`src/hw/hvpl_pkg.sv`:
```
package hvpl_pkg;

    // Register indices (printed offsets are not word multiples)
    localparam logic [15:0] IDX_FAULT0     = 16'hA042;
    localparam logic [15:0] IDX_DIVSEL0    = 16'hA043;
    localparam logic [15:0] IDX_GENCFG1    = 16'hA044;
    localparam logic [15:0] IDX_LEDCFG1    = 16'hA045;
    localparam logic [15:0] IDX_FAULT1     = 16'hA046;
    localparam logic [15:0] IDX_IRQ_STATUS = 16'hA050;
    localparam logic [15:0] IDX_IRQ_CLEAR  = 16'hA051;
    localparam logic [15:0] IDX_IRQ_ENABLE = 16'hA052;

    // Fault register field positions
    localparam int FB_FILTER   = 7;
    localparam int FB_IRQ_EN   = 6;
    localparam int FB_OPEN_EN  = 5;
    localparam int FB_SHORT_EN = 4;
    localparam int FB_OPEN_LV  = 3;
    localparam int FB_SHORT_LV = 2;
    localparam int FB_OPEN_FL  = 1;
    localparam int FB_SHORT_FL = 0;

    // General configuration field positions, channel 1
    localparam int GB_I2C_CLK  = 7;
    localparam int GB_ADC      = 6;
    localparam int GB_SPI_CLK  = 5;
    localparam int GB_PORT     = 4;
    localparam int GB_PWM      = 3;
    localparam int GB_ATTEN    = 2;
    localparam int GB_INBUF    = 1;
    localparam int GB_PULLUP   = 0;

    // LED configuration field positions
    localparam int LB_SINK_EN  = 7;
    localparam int LB_TRIM_LSB = 0;
    localparam int LB_TRIM_W   = 5;

    // Interrupt status bit positions
    localparam int IB_SHORT0 = 0;
    localparam int IB_OPEN0  = 1;
    localparam int IB_SHORT1 = 2;
    localparam int IB_OPEN1  = 3;

    // Reset values
    localparam logic [7:0] RST_FAULT  = 8'h00;
    localparam logic [7:0] RST_DIVSEL = 8'h00;
    localparam logic [7:0] RST_GENCFG = 8'h00;
    localparam logic [7:0] RST_LEDCFG = 8'h00;
    localparam logic [3:0] RST_IRQ    = 4'h0;

    // Filter length in PWM periods
    localparam int FILTER_PERIODS = 3;

    // Divider gain encodings
    localparam logic [1:0] DIV_FIFTH = 2'h0;
    localparam logic [1:0] DIV_THIRD = 2'h1;
    localparam logic [1:0] DIV_HALF  = 2'h2;
    localparam logic [1:0] DIV_UNITY = 2'h3;

endpackage

```
`src/hw/hvpl_fault_chan.sv`:
```
`timescale 1ns/1ps
`default_nettype none
module hvpl_fault_chan
    import hvpl_pkg::*;
#(
    parameter int FILT_LEN = FILTER_PERIODS
) (
    input  wire logic clk_sys,
    input  wire logic rst_n,
    input  wire logic mid_pwm,
    input  wire logic open_raw,
    input  wire logic short_raw,
    input  wire logic filter_en,
    input  wire logic open_en,
    input  wire logic short_en,
    output logic      open_live,
    output logic      short_live,
    output logic      open_event,
    output logic      short_event
);

    // Pin-side synchronisers, a change counts once stages 2 and 3 agree
    logic [2:0] open_sync;
    logic [2:0] short_sync;
    logic       open_stable;
    logic       short_stable;
    logic [2:0] next_open_sync;
    logic [2:0] next_short_sync;
    logic       next_open_stable;
    logic       next_short_stable;

    always_comb begin
        next_open_sync    = {open_sync[1:0], open_raw};
        next_short_sync   = {short_sync[1:0], short_raw};
        next_open_stable  = open_stable;
        next_short_stable = short_stable;
        if (open_sync[1] == open_sync[2]) begin
            next_open_stable = open_sync[2];
        end
        if (short_sync[1] == short_sync[2]) begin
            next_short_stable = short_sync[2];
        end
    end

    always_ff @(posedge clk_sys) begin
        if (!rst_n) begin
            open_sync    <= 3'h0;
            short_sync   <= 3'h0;
            open_stable  <= 1'b0;
            short_stable <= 1'b0;
        end else begin
            open_sync    <= next_open_sync;
            short_sync   <= next_short_sync;
            open_stable  <= next_open_stable;
            short_stable <= next_short_stable;
        end
    end

    // Per-period sampling with optional agreement filter over several periods
    logic [FILT_LEN-1:0] open_hist;
    logic [FILT_LEN-1:0] short_hist;
    logic [FILT_LEN-1:0] next_open_hist;
    logic [FILT_LEN-1:0] next_short_hist;
    logic                next_open_live;
    logic                next_short_live;

    always_comb begin
        next_open_hist  = open_hist;
        next_short_hist = short_hist;
        next_open_live  = open_live;
        next_short_live = short_live;
        if (mid_pwm) begin // RQ4
            next_open_hist  = {open_hist[FILT_LEN-2:0], open_stable};
            next_short_hist = {short_hist[FILT_LEN-2:0], short_stable};
            if (!filter_en) begin
                next_open_live  = open_stable;
                next_short_live = short_stable;
            end else begin
                // Both edges need a full run of agreeing samples
                if (&next_open_hist) next_open_live = 1'b1; // RQ1
                if (~|next_open_hist) next_open_live = 1'b0; // RQ1
                if (&next_short_hist) next_short_live = 1'b1; // RQ1
                if (~|next_short_hist) next_short_live = 1'b0; // RQ1
            end
        end
        // Disabled detectors report nothing
        if (!open_en) next_open_live = 1'b0; // RQ2
        if (!short_en) next_short_live = 1'b0; // RQ3
    end

    always_ff @(posedge clk_sys) begin
        if (!rst_n) begin
            open_hist   <= '0;
            short_hist  <= '0;
            open_live   <= 1'b0;
            short_live  <= 1'b0;
            open_event  <= 1'b0;
            short_event <= 1'b0;
        end else begin
            open_hist   <= next_open_hist;
            short_hist  <= next_short_hist;
            open_live   <= next_open_live;
            short_live  <= next_short_live;
            open_event  <= next_open_live & ~open_live;
            short_event <= next_short_live & ~short_live;
        end
    end

    AST_OPEN_OFF: assert property (@(posedge clk_sys) disable iff (!rst_n)
        !open_en |=> !open_live) // RQ2
        else $error("open status set while detection off");
    AST_SHORT_OFF: assert property (@(posedge clk_sys) disable iff (!rst_n)
        !short_en |=> !short_live) // RQ3
        else $error("short status set while detection off");
    AST_LIVE_HOLD: assert property (@(posedge clk_sys) disable iff (!rst_n)
        (!mid_pwm && open_en && $past(open_en)) |=> $stable(open_live)) // RQ4
        else $error("open status changed off mid period");

endmodule // hvpl_fault_chan
`default_nettype wire

```
`src/hw/hvpl_regs.sv`:
```
`timescale 1ns/1ps
`default_nettype none
// Contract
// RQ1: Filter enabled filters fault assertion and release
// RQ2: Open detect off forces open status low
// RQ3: Short detect off forces short status low
// RQ4: Live status refreshed at mid PWM
// RQ5: Short fault sets flag, interrupts when enabled
// RQ6: Interrupt disabled: short flag only latches
// RQ7: Short flag held until software clears
// RQ8: Open flag behaves like short flag
// RQ9: Divider select gives 1/5,1/3,1/2,1 gain
// RQ10: Pin routes to SPI and I2C clocks
// RQ11: Port enable connects general-purpose port bit
// RQ12: Attenuation enable feeds divide-by-six to converter
// RQ13: Converter enable connects pin to ADC
// RQ14: Sink enable lets PWM switch current sink
// RQ15: Five-bit full-scale trim for sink
// RQ16: Channel 1 fault register mirrors channel 0
// RQ17: Writing zero clears flag, one keeps
module hvpl_regs
    import hvpl_pkg::*;
#(
    parameter int FILT_LEN = FILTER_PERIODS
) (
    input  wire logic        clk_sys,
    input  wire logic        rst_n,
    // Avalon-MM slave
    input  wire logic [15:0] avs_address,
    input  wire logic        avs_read,
    input  wire logic        avs_write,
    input  wire logic [31:0] avs_writedata,
    input  wire logic [3:0]  avs_byteenable,
    output logic [31:0]      avs_readdata,
    output logic             avs_waitrequest,
    output logic [1:0]       avs_response,
    // Detector and PWM side
    input  wire logic        mid_pwm,
    input  wire logic        led_pwm_output,
    input  wire logic [1:0]  open_sense,
    input  wire logic [1:0]  short_sense,
    // Analog controls
    output logic [1:0]       sense_divider_select,
    output logic             i2c_clock_route_enable,
    output logic             pin1_converter_enable,
    output logic             spi_clock_route_enable,
    output logic             pin1_port_enable,
    output logic             green_pwm_route_enable,
    output logic             pin1_attenuator_enable,
    output logic             pin1_input_buffer_enable,
    output logic             pin1_pullup_enable,
    output logic             pin1_current_sink_enable,
    output logic [4:0]       pin1_fullscale_trim,
    output logic             pin1_sink_drive,
    output logic             irq
);

    // Word index from register index (low 14 bits)
    function automatic logic [13:0] widx(input logic [15:0] idx);
        return idx[13:0];
    endfunction

    logic [7:0] fault_cfg [2];
    logic [7:0] divsel0;
    logic [7:0] gencfg1;
    logic [7:0] ledcfg1;
    logic [1:0] open_flag;
    logic [1:0] short_flag;
    logic [3:0] irq_status;
    logic [3:0] irq_enable;
    logic [1:0] open_live;
    logic [1:0] short_live;
    logic [1:0] open_event;
    logic [1:0] short_event;

    // One fault detector per channel
    for (genvar c = 0; c < 2; c++) begin : g_chan
        hvpl_fault_chan #(
            .FILT_LEN (FILT_LEN)
        ) u_chan (
            .clk_sys     (clk_sys),
            .rst_n       (rst_n),
            .mid_pwm     (mid_pwm),
            .open_raw    (open_sense[c]),
            .short_raw   (short_sense[c]),
            .filter_en   (fault_cfg[c][FB_FILTER]), // RQ1
            .open_en     (fault_cfg[c][FB_OPEN_EN]),
            .short_en    (fault_cfg[c][FB_SHORT_EN]),
            .open_live   (open_live[c]),
            .short_live  (short_live[c]),
            .open_event  (open_event[c]),
            .short_event (short_event[c])
        );
    end

    // Bus decode: one wait cycle, answer on the second cycle
    logic        pend;
    logic        next_pend;
    logic [13:0] a;
    logic        wr_go;
    logic        rd_go;
    logic        hit;

    assign a     = avs_address[15:2];
    assign wr_go = avs_write & pend;
    assign rd_go = avs_read & pend;

    always_comb begin
        case (a)
            widx(IDX_FAULT0), widx(IDX_DIVSEL0), widx(IDX_GENCFG1),
            widx(IDX_LEDCFG1), widx(IDX_FAULT1), widx(IDX_IRQ_STATUS),
            widx(IDX_IRQ_CLEAR), widx(IDX_IRQ_ENABLE): hit = 1'b1;
            default: hit = 1'b0;
        endcase
    end

    always_comb begin
        next_pend = (avs_read | avs_write) & ~pend;
    end

    // Register state next values
    logic [7:0] next_fault_cfg [2];
    logic [7:0] next_divsel0;
    logic [7:0] next_gencfg1;
    logic [7:0] next_ledcfg1;
    logic [1:0] next_open_flag;
    logic [1:0] next_short_flag;
    logic [3:0] next_irq_status;
    logic [3:0] next_irq_enable;
    logic       wlane;

    always_comb begin
        wlane           = wr_go & avs_byteenable[0];
        next_fault_cfg  = fault_cfg;
        next_divsel0    = divsel0;
        next_gencfg1    = gencfg1;
        next_ledcfg1    = ledcfg1;
        next_open_flag  = open_flag;
        next_short_flag = short_flag;
        next_irq_status = irq_status;
        next_irq_enable = irq_enable;
        for (int c = 0; c < 2; c++) begin
            // Only the upper enable bits store; live bits ignore writes
            if (wlane && a == (c == 0 ? widx(IDX_FAULT0) : widx(IDX_FAULT1))) begin // RQ16
                next_fault_cfg[c] = {avs_writedata[7:4], 4'h0};
                // Write zero clears, one keeps
                if (!avs_writedata[FB_OPEN_FL]) next_open_flag[c] = 1'b0; // RQ17
                if (!avs_writedata[FB_SHORT_FL]) next_short_flag[c] = 1'b0; // RQ17
            end
            // Hardware set wins over a same-cycle clear
            if (short_event[c]) next_short_flag[c] = 1'b1; // RQ5 RQ7
            if (open_event[c]) next_open_flag[c] = 1'b1; // RQ8
        end
        if (wlane && a == widx(IDX_DIVSEL0)) next_divsel0 = {6'h00, avs_writedata[1:0]};
        if (wlane && a == widx(IDX_GENCFG1)) next_gencfg1 = avs_writedata[7:0];
        if (wlane && a == widx(IDX_LEDCFG1)) next_ledcfg1 = {avs_writedata[7], 2'h0,
                                                             avs_writedata[4:0]};
        if (wlane && a == widx(IDX_IRQ_ENABLE)) next_irq_enable = avs_writedata[3:0];
        if (wlane && a == widx(IDX_IRQ_CLEAR)) next_irq_status = irq_status & ~avs_writedata[3:0];
        // Summary events, set wins over clear
        next_irq_status = next_irq_status | {open_event[1], short_event[1],
                                             open_event[0], short_event[0]};
    end

    // Read mux
    logic [7:0] rd_val;

    always_comb begin
        case (a)
            widx(IDX_FAULT0):     rd_val = {fault_cfg[0][7:4], open_live[0], short_live[0],
                                            open_flag[0], short_flag[0]};
            widx(IDX_FAULT1):     rd_val = {fault_cfg[1][7:4], open_live[1], short_live[1],
                                            open_flag[1], short_flag[1]};
            widx(IDX_DIVSEL0):    rd_val = divsel0;
            widx(IDX_GENCFG1):    rd_val = gencfg1;
            widx(IDX_LEDCFG1):    rd_val = ledcfg1;
            widx(IDX_IRQ_STATUS): rd_val = {4'h0, irq_status};
            widx(IDX_IRQ_ENABLE): rd_val = {4'h0, irq_enable};
            default:              rd_val = 8'h00;
        endcase
    end

    // Flag-level interrupt: per-channel fault enable plus summary enable
    logic next_irq;
    logic [3:0] gated;

    always_comb begin
        gated = next_irq_status & next_irq_enable;
        next_irq = (gated[IB_SHORT0] & next_fault_cfg[0][FB_IRQ_EN]) | // RQ5 RQ6
                   (gated[IB_OPEN0]  & next_fault_cfg[0][FB_IRQ_EN]) | // RQ8
                   (gated[IB_SHORT1] & next_fault_cfg[1][FB_IRQ_EN]) |
                   (gated[IB_OPEN1]  & next_fault_cfg[1][FB_IRQ_EN]);
    end

    always_ff @(posedge clk_sys) begin
        if (!rst_n) begin
            pend            <= 1'b0;
            avs_waitrequest <= 1'b1;
            avs_readdata    <= 32'h0000_0000;
            avs_response    <= 2'h0;
            fault_cfg[0]    <= RST_FAULT;
            fault_cfg[1]    <= RST_FAULT;
            divsel0         <= RST_DIVSEL;
            gencfg1         <= RST_GENCFG;
            ledcfg1         <= RST_LEDCFG;
            open_flag       <= 2'h0;
            short_flag      <= 2'h0;
            irq_status      <= RST_IRQ;
            irq_enable      <= RST_IRQ;
            irq             <= 1'b0;
        end else begin
            pend            <= next_pend;
            // Waitrequest drops in the cycle the answer is presented
            avs_waitrequest <= ~next_pend;
            avs_readdata    <= (avs_read & ~pend) ? {24'h000000, rd_val} : avs_readdata;
            avs_response    <= ((avs_read | avs_write) & ~pend & ~hit) ? 2'h2 : 2'h0;
            fault_cfg       <= next_fault_cfg;
            divsel0         <= next_divsel0;
            gencfg1         <= next_gencfg1;
            ledcfg1         <= next_ledcfg1;
            open_flag       <= next_open_flag;
            short_flag      <= next_short_flag;
            irq_status      <= next_irq_status;
            irq_enable      <= next_irq_enable;
            irq             <= next_irq;
        end
    end

    // Analog and pin controls, all registered
    always_ff @(posedge clk_sys) begin
        if (!rst_n) begin
            sense_divider_select     <= DIV_FIFTH;
            i2c_clock_route_enable   <= 1'b0;
            pin1_converter_enable    <= 1'b0;
            spi_clock_route_enable   <= 1'b0;
            pin1_port_enable         <= 1'b0;
            green_pwm_route_enable   <= 1'b0;
            pin1_attenuator_enable   <= 1'b0;
            pin1_input_buffer_enable <= 1'b0;
            pin1_pullup_enable       <= 1'b0;
            pin1_current_sink_enable <= 1'b0;
            pin1_fullscale_trim      <= 5'h00;
            pin1_sink_drive          <= 1'b0;
        end else begin
            sense_divider_select     <= next_divsel0[1:0]; // RQ9
            i2c_clock_route_enable   <= next_gencfg1[GB_I2C_CLK]; // RQ10
            spi_clock_route_enable   <= next_gencfg1[GB_SPI_CLK]; // RQ10
            pin1_port_enable         <= next_gencfg1[GB_PORT]; // RQ11
            pin1_attenuator_enable   <= next_gencfg1[GB_ATTEN]; // RQ12
            pin1_converter_enable    <= next_gencfg1[GB_ADC]; // RQ13
            green_pwm_route_enable   <= next_gencfg1[GB_PWM];
            pin1_input_buffer_enable <= next_gencfg1[GB_INBUF];
            pin1_pullup_enable       <= next_gencfg1[GB_PULLUP];
            pin1_current_sink_enable <= next_ledcfg1[LB_SINK_EN]; // RQ14
            pin1_fullscale_trim      <= next_ledcfg1[LB_TRIM_LSB +: LB_TRIM_W]; // RQ15
            // PWM drives the sink only while sink enabled
            pin1_sink_drive          <= led_pwm_output & next_ledcfg1[LB_SINK_EN]; // RQ14
        end
    end

    AST_SHORT_SET: assert property (@(posedge clk_sys) disable iff (!rst_n)
        short_event[0] |=> short_flag[0]) // RQ5
        else $error("short flag not set by event");
    AST_NO_IRQ: assert property (@(posedge clk_sys) disable iff (!rst_n)
        (!next_fault_cfg[0][FB_IRQ_EN] && !next_fault_cfg[1][FB_IRQ_EN]) |=> !irq) // RQ6
        else $error("interrupt with fault interrupts disabled");
    AST_SHORT_HOLD: assert property (@(posedge clk_sys) disable iff (!rst_n)
        (short_flag[0] && !(wlane && a == widx(IDX_FAULT0))) |=> short_flag[0]) // RQ7
        else $error("short flag dropped without software");
    AST_OPEN_HOLD: assert property (@(posedge clk_sys) disable iff (!rst_n)
        (open_flag[1] && !(wlane && a == widx(IDX_FAULT1))) |=> open_flag[1]) // RQ8
        else $error("open flag dropped without software");
    AST_DIVSEL: assert property (@(posedge clk_sys) disable iff (!rst_n)
        (wlane && a == widx(IDX_DIVSEL0)) |=> ##1 sense_divider_select == $past(avs_writedata[1:0], 2)) // RQ9
        else $error("divider select not applied");
    AST_TRIM: assert property (@(posedge clk_sys) disable iff (!rst_n)
        (wlane && a == widx(IDX_LEDCFG1)) |=> pin1_fullscale_trim == $past(avs_writedata[4:0])) // RQ15
        else $error("trim not applied");
    AST_CLR_ONE: assert property (@(posedge clk_sys) disable iff (!rst_n)
        (wlane && a == widx(IDX_FAULT0) && avs_writedata[FB_SHORT_FL] && short_flag[0])
        |=> short_flag[0]) // RQ17
        else $error("write of one cleared a flag");
    AST_LIVE_RO: assert property (@(posedge clk_sys) disable iff (!rst_n)
        (wlane && a == widx(IDX_FAULT1)) |=> fault_cfg[1][3:0] == 4'h0) // RQ16
        else $error("live status bits took a write");
    AST_SINK: assert property (@(posedge clk_sys) disable iff (!rst_n)
        !ledcfg1[LB_SINK_EN] |-> !pin1_sink_drive || $past(ledcfg1[LB_SINK_EN] == 1'b0) == 1'b0) // RQ14
        else $error("sink driven while disabled");
    AST_ROUTE: assert property (@(posedge clk_sys) disable iff (!rst_n)
        $rose(gencfg1[GB_SPI_CLK]) |-> spi_clock_route_enable) // RQ10
        else $error("spi clock route not following register");

endmodule // hvpl_regs
`default_nettype wire

```
`config.mk`:
```
export PLATFORM = sky130hd
export DESIGN_NAME = hvpl_regs
export DESIGN_NICKNAME = d
export VERILOG_FILES = /design/src/hw/hvpl_pkg.sv /design/src/hw/hvpl_fault_chan.sv /design/src/hw/hvpl_regs.sv
export SDC_FILE = /design/constraint.sdc
export NUM_CORES = 1
export LEC_CHECK = 0
export ABC_CLOCK_PERIOD_IN_PS = 2600
export BUFFER_PORTS_ARGS = -buffer_cell sky130_fd_sc_hd__buf_4
export CAP_MARGIN = 20
export CORE_ASPECT_RATIO = 2
export CORE_UTILIZATION = 46
export CTS_CLUSTER_SIZE = 12
export DETAILED_ROUTE_END_ITERATION = 12
export PLACE_DENSITY = 0.76
export SKIP_CTS_REPAIR_TIMING = 1
export SLEW_MARGIN = 20
export SYNTH_ARGS = -nofsm -noshare
export SYNTH_HDL_FRONTEND = slang
export SYNTH_SLANG_ARGS = --single-unit
```
`constraint.sdc`:
```
create_clock -name clk_sys -period 2.6 [get_ports clk_sys]
set_input_delay 0.78 -clock clk_sys [delete_from_list [all_inputs] [get_ports clk_sys]]
set_output_delay 0.78 -clock clk_sys [all_outputs]
set_load 0.01 [all_outputs]
```
==> qor.yml, run 1 <==
gp_congestion: 0.916
whs_path_depth: 1
fin_setup_tns_ns: 0
start_kind: "input port"
cp-end-kind: "flip-flop"
synthSimpleGateAreaFrac_pct: 23.9
die-area_sq_um: 8210
synth_top_cell_by_area: "dfxtp_1"
grt-ovfl-total: 0
clock-sinks: 81
ys_ff_latch: 81
htreeDepth: 3
seq_area_frac_synth_pct: 45.0
r2r-start: "pend"
synth_edf_count: 0
grt_max_degree: 63
nNetsFinal: 541
antenna_found_initial: 0
dominantRegCellSynth: "dfxtp_1"
grtUsageTotal_pct: 23.0
max_freq_ghz: 0.399
min_from: "g_chan[1].u_chan.open_sync[0]"
drive_gt1_share_pct: 24.2
cts_buffers: 9
setup_viol: 0
cts_tree: "done"
p_leak_nw: 1.92
worstReg2RegEnd: "irq"
place_area_sq_um: 4230
dp_hpwl_um: 6860
vias: 3085
dieWidth_um: 64.6
drc: 0
r2r_cells: 5
io_pins: 115
viasPerCell: 5.34
hold_class: "reg -> reg"
finalHoldViolCount: 0
synthDominantCellAreaShare_pct: 45.0
syn-mean-instance-area_sq_um: 9.09
ant_nets: 0
hold_end: "g_chan[1].u_chan.open_sync[1]"
io_buffers: 60
grt_first_pass_wirelength_um: 13900
cpMostUsedCell: "buf_4"
crit_fanout: 3
clk_pin_slew_ns: 0.06
synth_top_family_by_area: "simple AND/OR/NAND/NOR gates"
grt_pass1_vias: 2917
num_rows: 45
finalMaxSlewViolations: 0
pwr_density_cell_nw_per_um2: 610
synth_most_common_cell: "dfxtp_1"
dieHeight_um: 127
cp.arrival_ns: 2.74
max-slew-margin-rel_pct: 66.7
synthAdderAreaFrac_pct: 0
finalCritPeriodShare_pct: 96.5
synthTopCellsByCount: "dfxtp_1, nand2_1, mux2i_1"
synth_cell_types: 49
final.setup_skew_ns: 0.00644
drt_iter0_drc: 171
period_needed_ns: 2.51
clock_latency_ns: 0.34
coreArea_sq_um: 7600
synthCells: 396
firstDrtPassIters: 4
synth-xor-area-share_pct: 0
root_buffer: "clkbuf_16"
initial_core_util_pct: 47.4
antenna_cells: 0
whs_ns: 0.432
slowest_delay_ns: 0.48
area_growth_pct: 26.5
synthMuxAreaShare_pct: 8.51
synthTopCellsByArea: "dfxtp_1, mux2i_1, buf_4, nand2_1, a21boi_0"
yosys_warnings: 0
rsz0062_at_grt: "false"
cap_violations: 0
fin_total_pwr_mw: 2.78
path_class: "in -> reg"
synth_compound_area_share_pct: 14.3
critPathRequiredTime_ns: 2.83
worst_slew_pin_slew_ns: 0.500
final_area_sq_um: 4560
netlist_area_sq_um: 3600
clock_path_buffers: 2
worst_ir_drop_vdd_uv: 634
totalWireLength_um: 9050
status: "finished, final reports clean"
avgRoutedWirePerCell_um: 15.7
ff2ff_setup_slack_ns: 0.55
cp_cell_sequence: "buf_4 > nor4b_2 > nand4_2 > or3_1 > buf_4 > mux2i_1 > o22ai_1 > a22o_1"
slowest_stage: "or3_1"
ys_async_sr_fraction_pct: 0
where the power goes:
group | switching [mW] | leakage [nW] | internal [mW] | total, mW
sequential | 0.00397 | 0.655 | 1.25 | 1.26
clock | 0.487 | 0.153 | 0.869 | 1.36
combinational | 0.0924 | 1.11 | 0.0758 | 0.168
total | 0.583 | 1.92 | 2.20 | 2.78
metrics by stage:
stage | instances | util, % | setup slack, ns
3_5_place_dp | 562 | 55.7 | -0.255
5_1_grt | 578 | 59.9 | 0.0236
2_1_floorplan | 420 | - | 0.00168
4_1_cts | 578 | 59.9 | 0.0948
6_report | 578 | 59.9 | 0.0910
3_3_place_gp | 562 | 55.7 | -0.254
cells by family after synthesis:
group,Yosys count
muxes,30
AOI/OAI and AO/OA,77
other,1
DFF,81
buffers and inverters,51
and+or+nand+nor,156
metal layers:
metal / wire [um] / share of wire (%) / vias up / track usage (%)
met4: 576 / 6.4 / 0 / 17.4
met1: 3120 / 35 / 1432 / 21.2
met5: 0 / 0 / - / 0
met2: 4890 / 54 / 119 / 42.2
li1: - / - / 1498 / -
met3: 459 / 5.1 / 36 / 5.27
registers in the layout, indices dropped and copies added (netlist names), 4 cells and up:
name	flops
g_chan.u_chan.short_sync	6
irq_enable	4
fault_cfg	8
ledcfg1	6
g_chan.u_chan.short_hist	4
avs_readdata	8
g_chan.u_chan.open_sync	6
g_chan.u_chan.open_hist	4
gencfg1	8
irq_status	4
worst max-delay path: cells and delay by family:
| family | cells | cell delay (ns) |
|---|---|---|
| muxes | 1 | 0.18 |
| AOI/OAI and AO/OA | 2 | 0.45 |
| and+or+nand+nor | 3 | 1.02 |
| buffers and inverters | 2 | 0.30 |
area by class of cell:
type | count | area (sq um)
multi-input combinational | 288 | 1780
inverter | 8 | 30.0
sequential | 81 | 1620
timing repair buffer | 91 | 683
tap | 94 | 118
clock inverter | 4 | 76.3
fill | 694 | 3050
clock buffer | 12 | 246
placed cells by master, fill, tap and decap left out, types with 3 or more instances in the layout:
cell type / n
nor2_1: 11
inv_1: 8
nor2b_1: 24
o22ai_1: 3
and2_1: 17
nand3_1: 20
nor4_1: 3
a21boi_0: 21
a221oi_1: 4
buf_4: 91
a21oi_1: 13
clkbuf_16: 9
o21ai_0: 18
conb_1: 25
dfxtp_1: 81
nor3_1: 5
mux2i_1: 28
or3_1: 4
nand2_1: 50
worst max path at each step:
stage	startpoint	to	slack [ns]	cells past startpoint
2_1_floorplan	avs_address[12]	irq	0.002	7
3_3_place_gp	avs_address[2]	irq	-0.25	8
3_5_place_dp	avs_address[2]	irq	-0.25	8
4_1_cts	avs_address[2]	irq	0.09	8
5_1_grt	avs_address[2]	irq	0.02	8
6_report	avs_address[2]	irq	0.09	8
No activity file was read; power rests on OpenSTA's default activity.
==> run 2: changes to the inputs <==
--- a/config.mk
+++ b/config.mk
@@ -9,10 +9,9 @@
 export BUFFER_PORTS_ARGS = -buffer_cell sky130_fd_sc_hd__buf_4
 export CAP_MARGIN = 20
 export CORE_ASPECT_RATIO = 2
-export CORE_UTILIZATION = 46
+export CORE_UTILIZATION = 35
 export CTS_CLUSTER_SIZE = 12
 export DETAILED_ROUTE_END_ITERATION = 12
-export PLACE_DENSITY = 0.76
 export SKIP_CTS_REPAIR_TIMING = 1
 export SLEW_MARGIN = 20
 export SYNTH_ARGS = -nofsm -noshare
==> qor.yml, run 2 (synthesized netlist as in run 1, its figures left out) <==
htreeDepth: 3
grt-ovfl-total: 0
grt_pass1_vias: 2881
hold_class: "reg -> reg"
antenna_cells: 0
nNetsFinal: 541
worst_ir_drop_vdd_uv: 341
area_growth_pct: 27.3
root_buffer: "clkbuf_16"
fin_total_pwr_mw: 2.65
mostFrequentLayoutCell: "buf_4"
mostFrequentLayoutCells: "buf_4, dfxtp_1, nand2_1"
pwr_density_cell_nw_per_um2: 579
grt_first_pass_wirelength_um: 14300
io_buffers: 60
coreArea_sq_um: 10100
gp_congestion: 0.861
dp_hpwl_um: 7070
cap_violations: 0
drc: 0
clk_pin_slew_ns: 0.06
die-area_sq_um: 10700
pre_cts_ws_ns: -0.243
avgRoutedWirePerCell_um: 14.9
totalWireLength_um: 9220
ant_nets: 0
crit_fanout: 3
setup_viol: 0
clock_latency_ns: 0.33
finalCritPeriodShare_pct: 94.9
viasPerCell: 4.94
clock-sinks: 81
drive_gt1_share_pct: 24.0
grtUsageTotal_pct: 18.0
vias: 3058
critPathRequiredTime_ns: 2.82
num_rows: 52
setup_ws_ns: 0.132
max_freq_ghz: 0.405
clock_path_buffers: 2
p_leak_nw: 1.91
antenna_found_initial: 0
cp-end-kind: "flip-flop"
grt_max_degree: 52
reg_top3: "avs_readdata: 8 flops, fault_cfg: 8 flops, gencfg1: 8 flops"
io_pins: 115
period_needed_ns: 2.47
start_kind: "input port"
path_class: "in -> reg"
initial_core_util_pct: 35.7
rsz0062_at_grt: "false"
dieHeight_um: 145
cts_tree: "done"
firstDrtPassIters: 4
final.setup_skew_ns: 0.00652
cts_buffers: 9
status: "finished, final reports clean"
dieWidth_um: 73.7
drt_iter0_drc: 168
cp.arrival_ns: 2.69
finalHoldViolCount: 0
finalMaxSlewViolations: 0
run 2: cell count changes in the layout (fill, tap and decap cells not counted):
cell / change
nor4b_4: +1
bufinv_16: -1
clkinv_4: -1
nor4b_2: -1
clkbuf_1: +1
clkinvlp_4: -1
clkinv_2: +2
run 2: cell type report:
cell class              count  area (sq um)
fillers                   998          5500
multi-input cells         288          1790
flip-flops and latches     81          1620
repair buffers             91           683
clock buffers              13           250
well taps                 135           169
clock inverters             3          40.0
inverters                   8          30.0
run 2: routing by layer:
layer	vias up	track usage [%]	share of wire, %
met5	-	0	0
met4	0	14.1	6.5
met3	34	3.05	3.7
met2	102	31.0	53
met1	1428	18.6	37
li1	1494	-	-
run 2: report_power, final:
| part | internal [mW] | total, mW | switching (mW) |
|---|---|---|---|
| clock | 0.767 | 1.23 | 0.461 |
| sequential | 1.25 | 1.26 | 0.00398 |
| combinational | 0.0757 | 0.169 | 0.0937 |
run 2: worst paths after layout:
path                                                     start  cells past startpoint                              to  slack [ns]
worst max-delay path                            avs_address[2]                      8                             irq        0.13
worst min-delay path            g_chan[0].u_chan.short_sync[0]                      1  g_chan[0].u_chan.short_sync[1]        0.43
worst max register to register                            pend                      5                             irq        0.55
worst min register to register  g_chan[0].u_chan.short_sync[0]                      1  g_chan[0].u_chan.short_sync[1]        0.43
run 2: stage by stage:
step / setup TNS [ns] / utilization, % / instance area [sq um] / hold slack [ns] / cells
after global placement: -0.453 / 42.5 / 4280 / 0.413 / 603
after global routing: 0 / 45.4 / 4580 / 0.450 / 619
final: 0 / 45.4 / 4580 / 0.429 / 619
after detailed placement: -0.428 / 42.5 / 4280 / 0.421 / 603
after floorplan: 0 / - / 3690 / 0.412 / 420
after CTS: 0 / 45.4 / 4570 / 0.434 / 619
run 2: critical path: stages:
cell	delay [ns]
buf_4	0.12
nor4b_4	0.32
nand4_2	0.15
or3_1	0.48
buf_4	0.18
mux2i_1	0.21
o22ai_1	0.18
a22o_1	0.26
==> run 3: changes to the inputs <==
--- a/config.mk
+++ b/config.mk
@@ -8,7 +8,6 @@
 export ABC_CLOCK_PERIOD_IN_PS = 2600
 export BUFFER_PORTS_ARGS = -buffer_cell sky130_fd_sc_hd__buf_4
 export CAP_MARGIN = 20
-export CORE_ASPECT_RATIO = 2
 export CORE_UTILIZATION = 35
 export CTS_CLUSTER_SIZE = 12
 export DETAILED_ROUTE_END_ITERATION = 12
==> qor.yml, run 3 (synthesized netlist as in run 1, its figures left out) <==
mostFrequentLayoutCell: "buf_4"
grt_pass1_vias: 2835
fin_setup_tns_ns: 0
grt_max_degree: 38
setup_ws_ns: 0.187
cts_buffers: 9
period_needed_ns: 2.41
crit_fanout: 3
hold_class: "reg -> reg"
htreeDepth: 3
nNetsFinal: 541
place_area_sq_um: 4280
placedCellCount: 601
die-area_sq_um: 10700
dieWidth_um: 103
grtUsageTotal_pct: 17.1
gp_congestion: 0.874
clock_latency_ns: 0.35
finalMaxSlewViolations: 0
grt_first_pass_wirelength_um: 13700
io_pins: 115
path_class: "in -> reg"
fin_total_pwr_mw: 2.62
cp.arrival_ns: 2.67
ff2ff_setup_slack_ns: 0.63
cap_violations: 0
finalHoldViolCount: 0
dp_hpwl_um: 6480
clk_pin_slew_ns: 0.08
cts_tree: "done"
root_buffer: "clkbuf_8"
final.setup_skew_ns: 0.00611
coreArea_sq_um: 9860
critPathRequiredTime_ns: 2.85
drc: 0
whs_ns: 0.437
fin_cells: 617
finalCoreUtilization_pct: 46.1
drive_gt1_share_pct: 24.6
cp-end-kind: "flip-flop"
grt-ovfl-total: 0
setup_viol: 0
fill_cells: 985
reg_top3: "avs_readdata: 8 flops, fault_cfg: 8 flops, gencfg1: 8 flops"
num_rows: 36
worst_ir_drop_vdd_uv: 469
avgRoutedWirePerCell_um: 13.9
vias: 3003
mostFrequentLayoutCells: "buf_4, dfxtp_1, nand2_1"
initial_core_util_pct: 36.5
whs_path_depth: 1
start_kind: "input port"
pre_cts_ws_ns: -0.178
antenna_found_initial: 0
firstDrtPassIters: 4
rsz0062_at_grt: "false"
clock-sinks: 81
dieHeight_um: 103
clock_path_buffers: 2
io_buffers: 60
status: "finished, final reports clean"
p_leak_nw: 1.89
area_growth_pct: 26.3
totalWireLength_um: 8580
r2r_cells: 5
viasPerCell: 4.87
drt_iter0_drc: 116
pwr_density_cell_nw_per_um2: 577
finalCritPeriodShare_pct: 92.8
ant_nets: 0
final_area_sq_um: 4550
max_freq_ghz: 0.414
antenna_cells: 0
## run 3: final timing paths
kind	startpoint	endpoint
worst min register to register	g_chan[1].u_chan.open_sync[0]	g_chan[1].u_chan.open_sync[1]
worst max-delay path	avs_address[2]	irq
worst max register to register	pend	irq
worst min-delay path	g_chan[1].u_chan.open_sync[0]	g_chan[1].u_chan.open_sync[1]
## run 3: routing by layer
metal	GRT usage, %	share of wire, %	vias up
met3	4.44	6.0	16
met5	0	0	-
met1	20.8	46	1385
met4	6.93	2.2	0
met2	28.7	46	109
li1	-	-	1493
## run 3: cell type report
class	count	area (sq um)	area share, %
well taps	133	166	3.66
flip-flops and latches	81	1620	35.7
clock inverters	7	141	3.11
inverters	8	30.0	0.660
multi-input cells	288	1780	39.2
repair buffers	91	683	15.0
clock buffers	9	124	2.72
## run 3: worst max-delay path: stages
cell and delay (ns):
buf_4 0.12, nor4b_2 0.35, nand4_2 0.15, or3_1 0.49
buf_4 0.18, mux2i_1 0.18, o22ai_1 0.16, a22o_1 0.25
## run 3: where the power goes
group / total [mW] / switching (mW) / internal [mW]
Sequential: 1.25 / 0.00406 / 1.25
Combinational: 0.167 / 0.0911 / 0.0755
Clock: 1.20 / 0.465 / 0.736
Total: 2.62 / 0.560 / 2.06
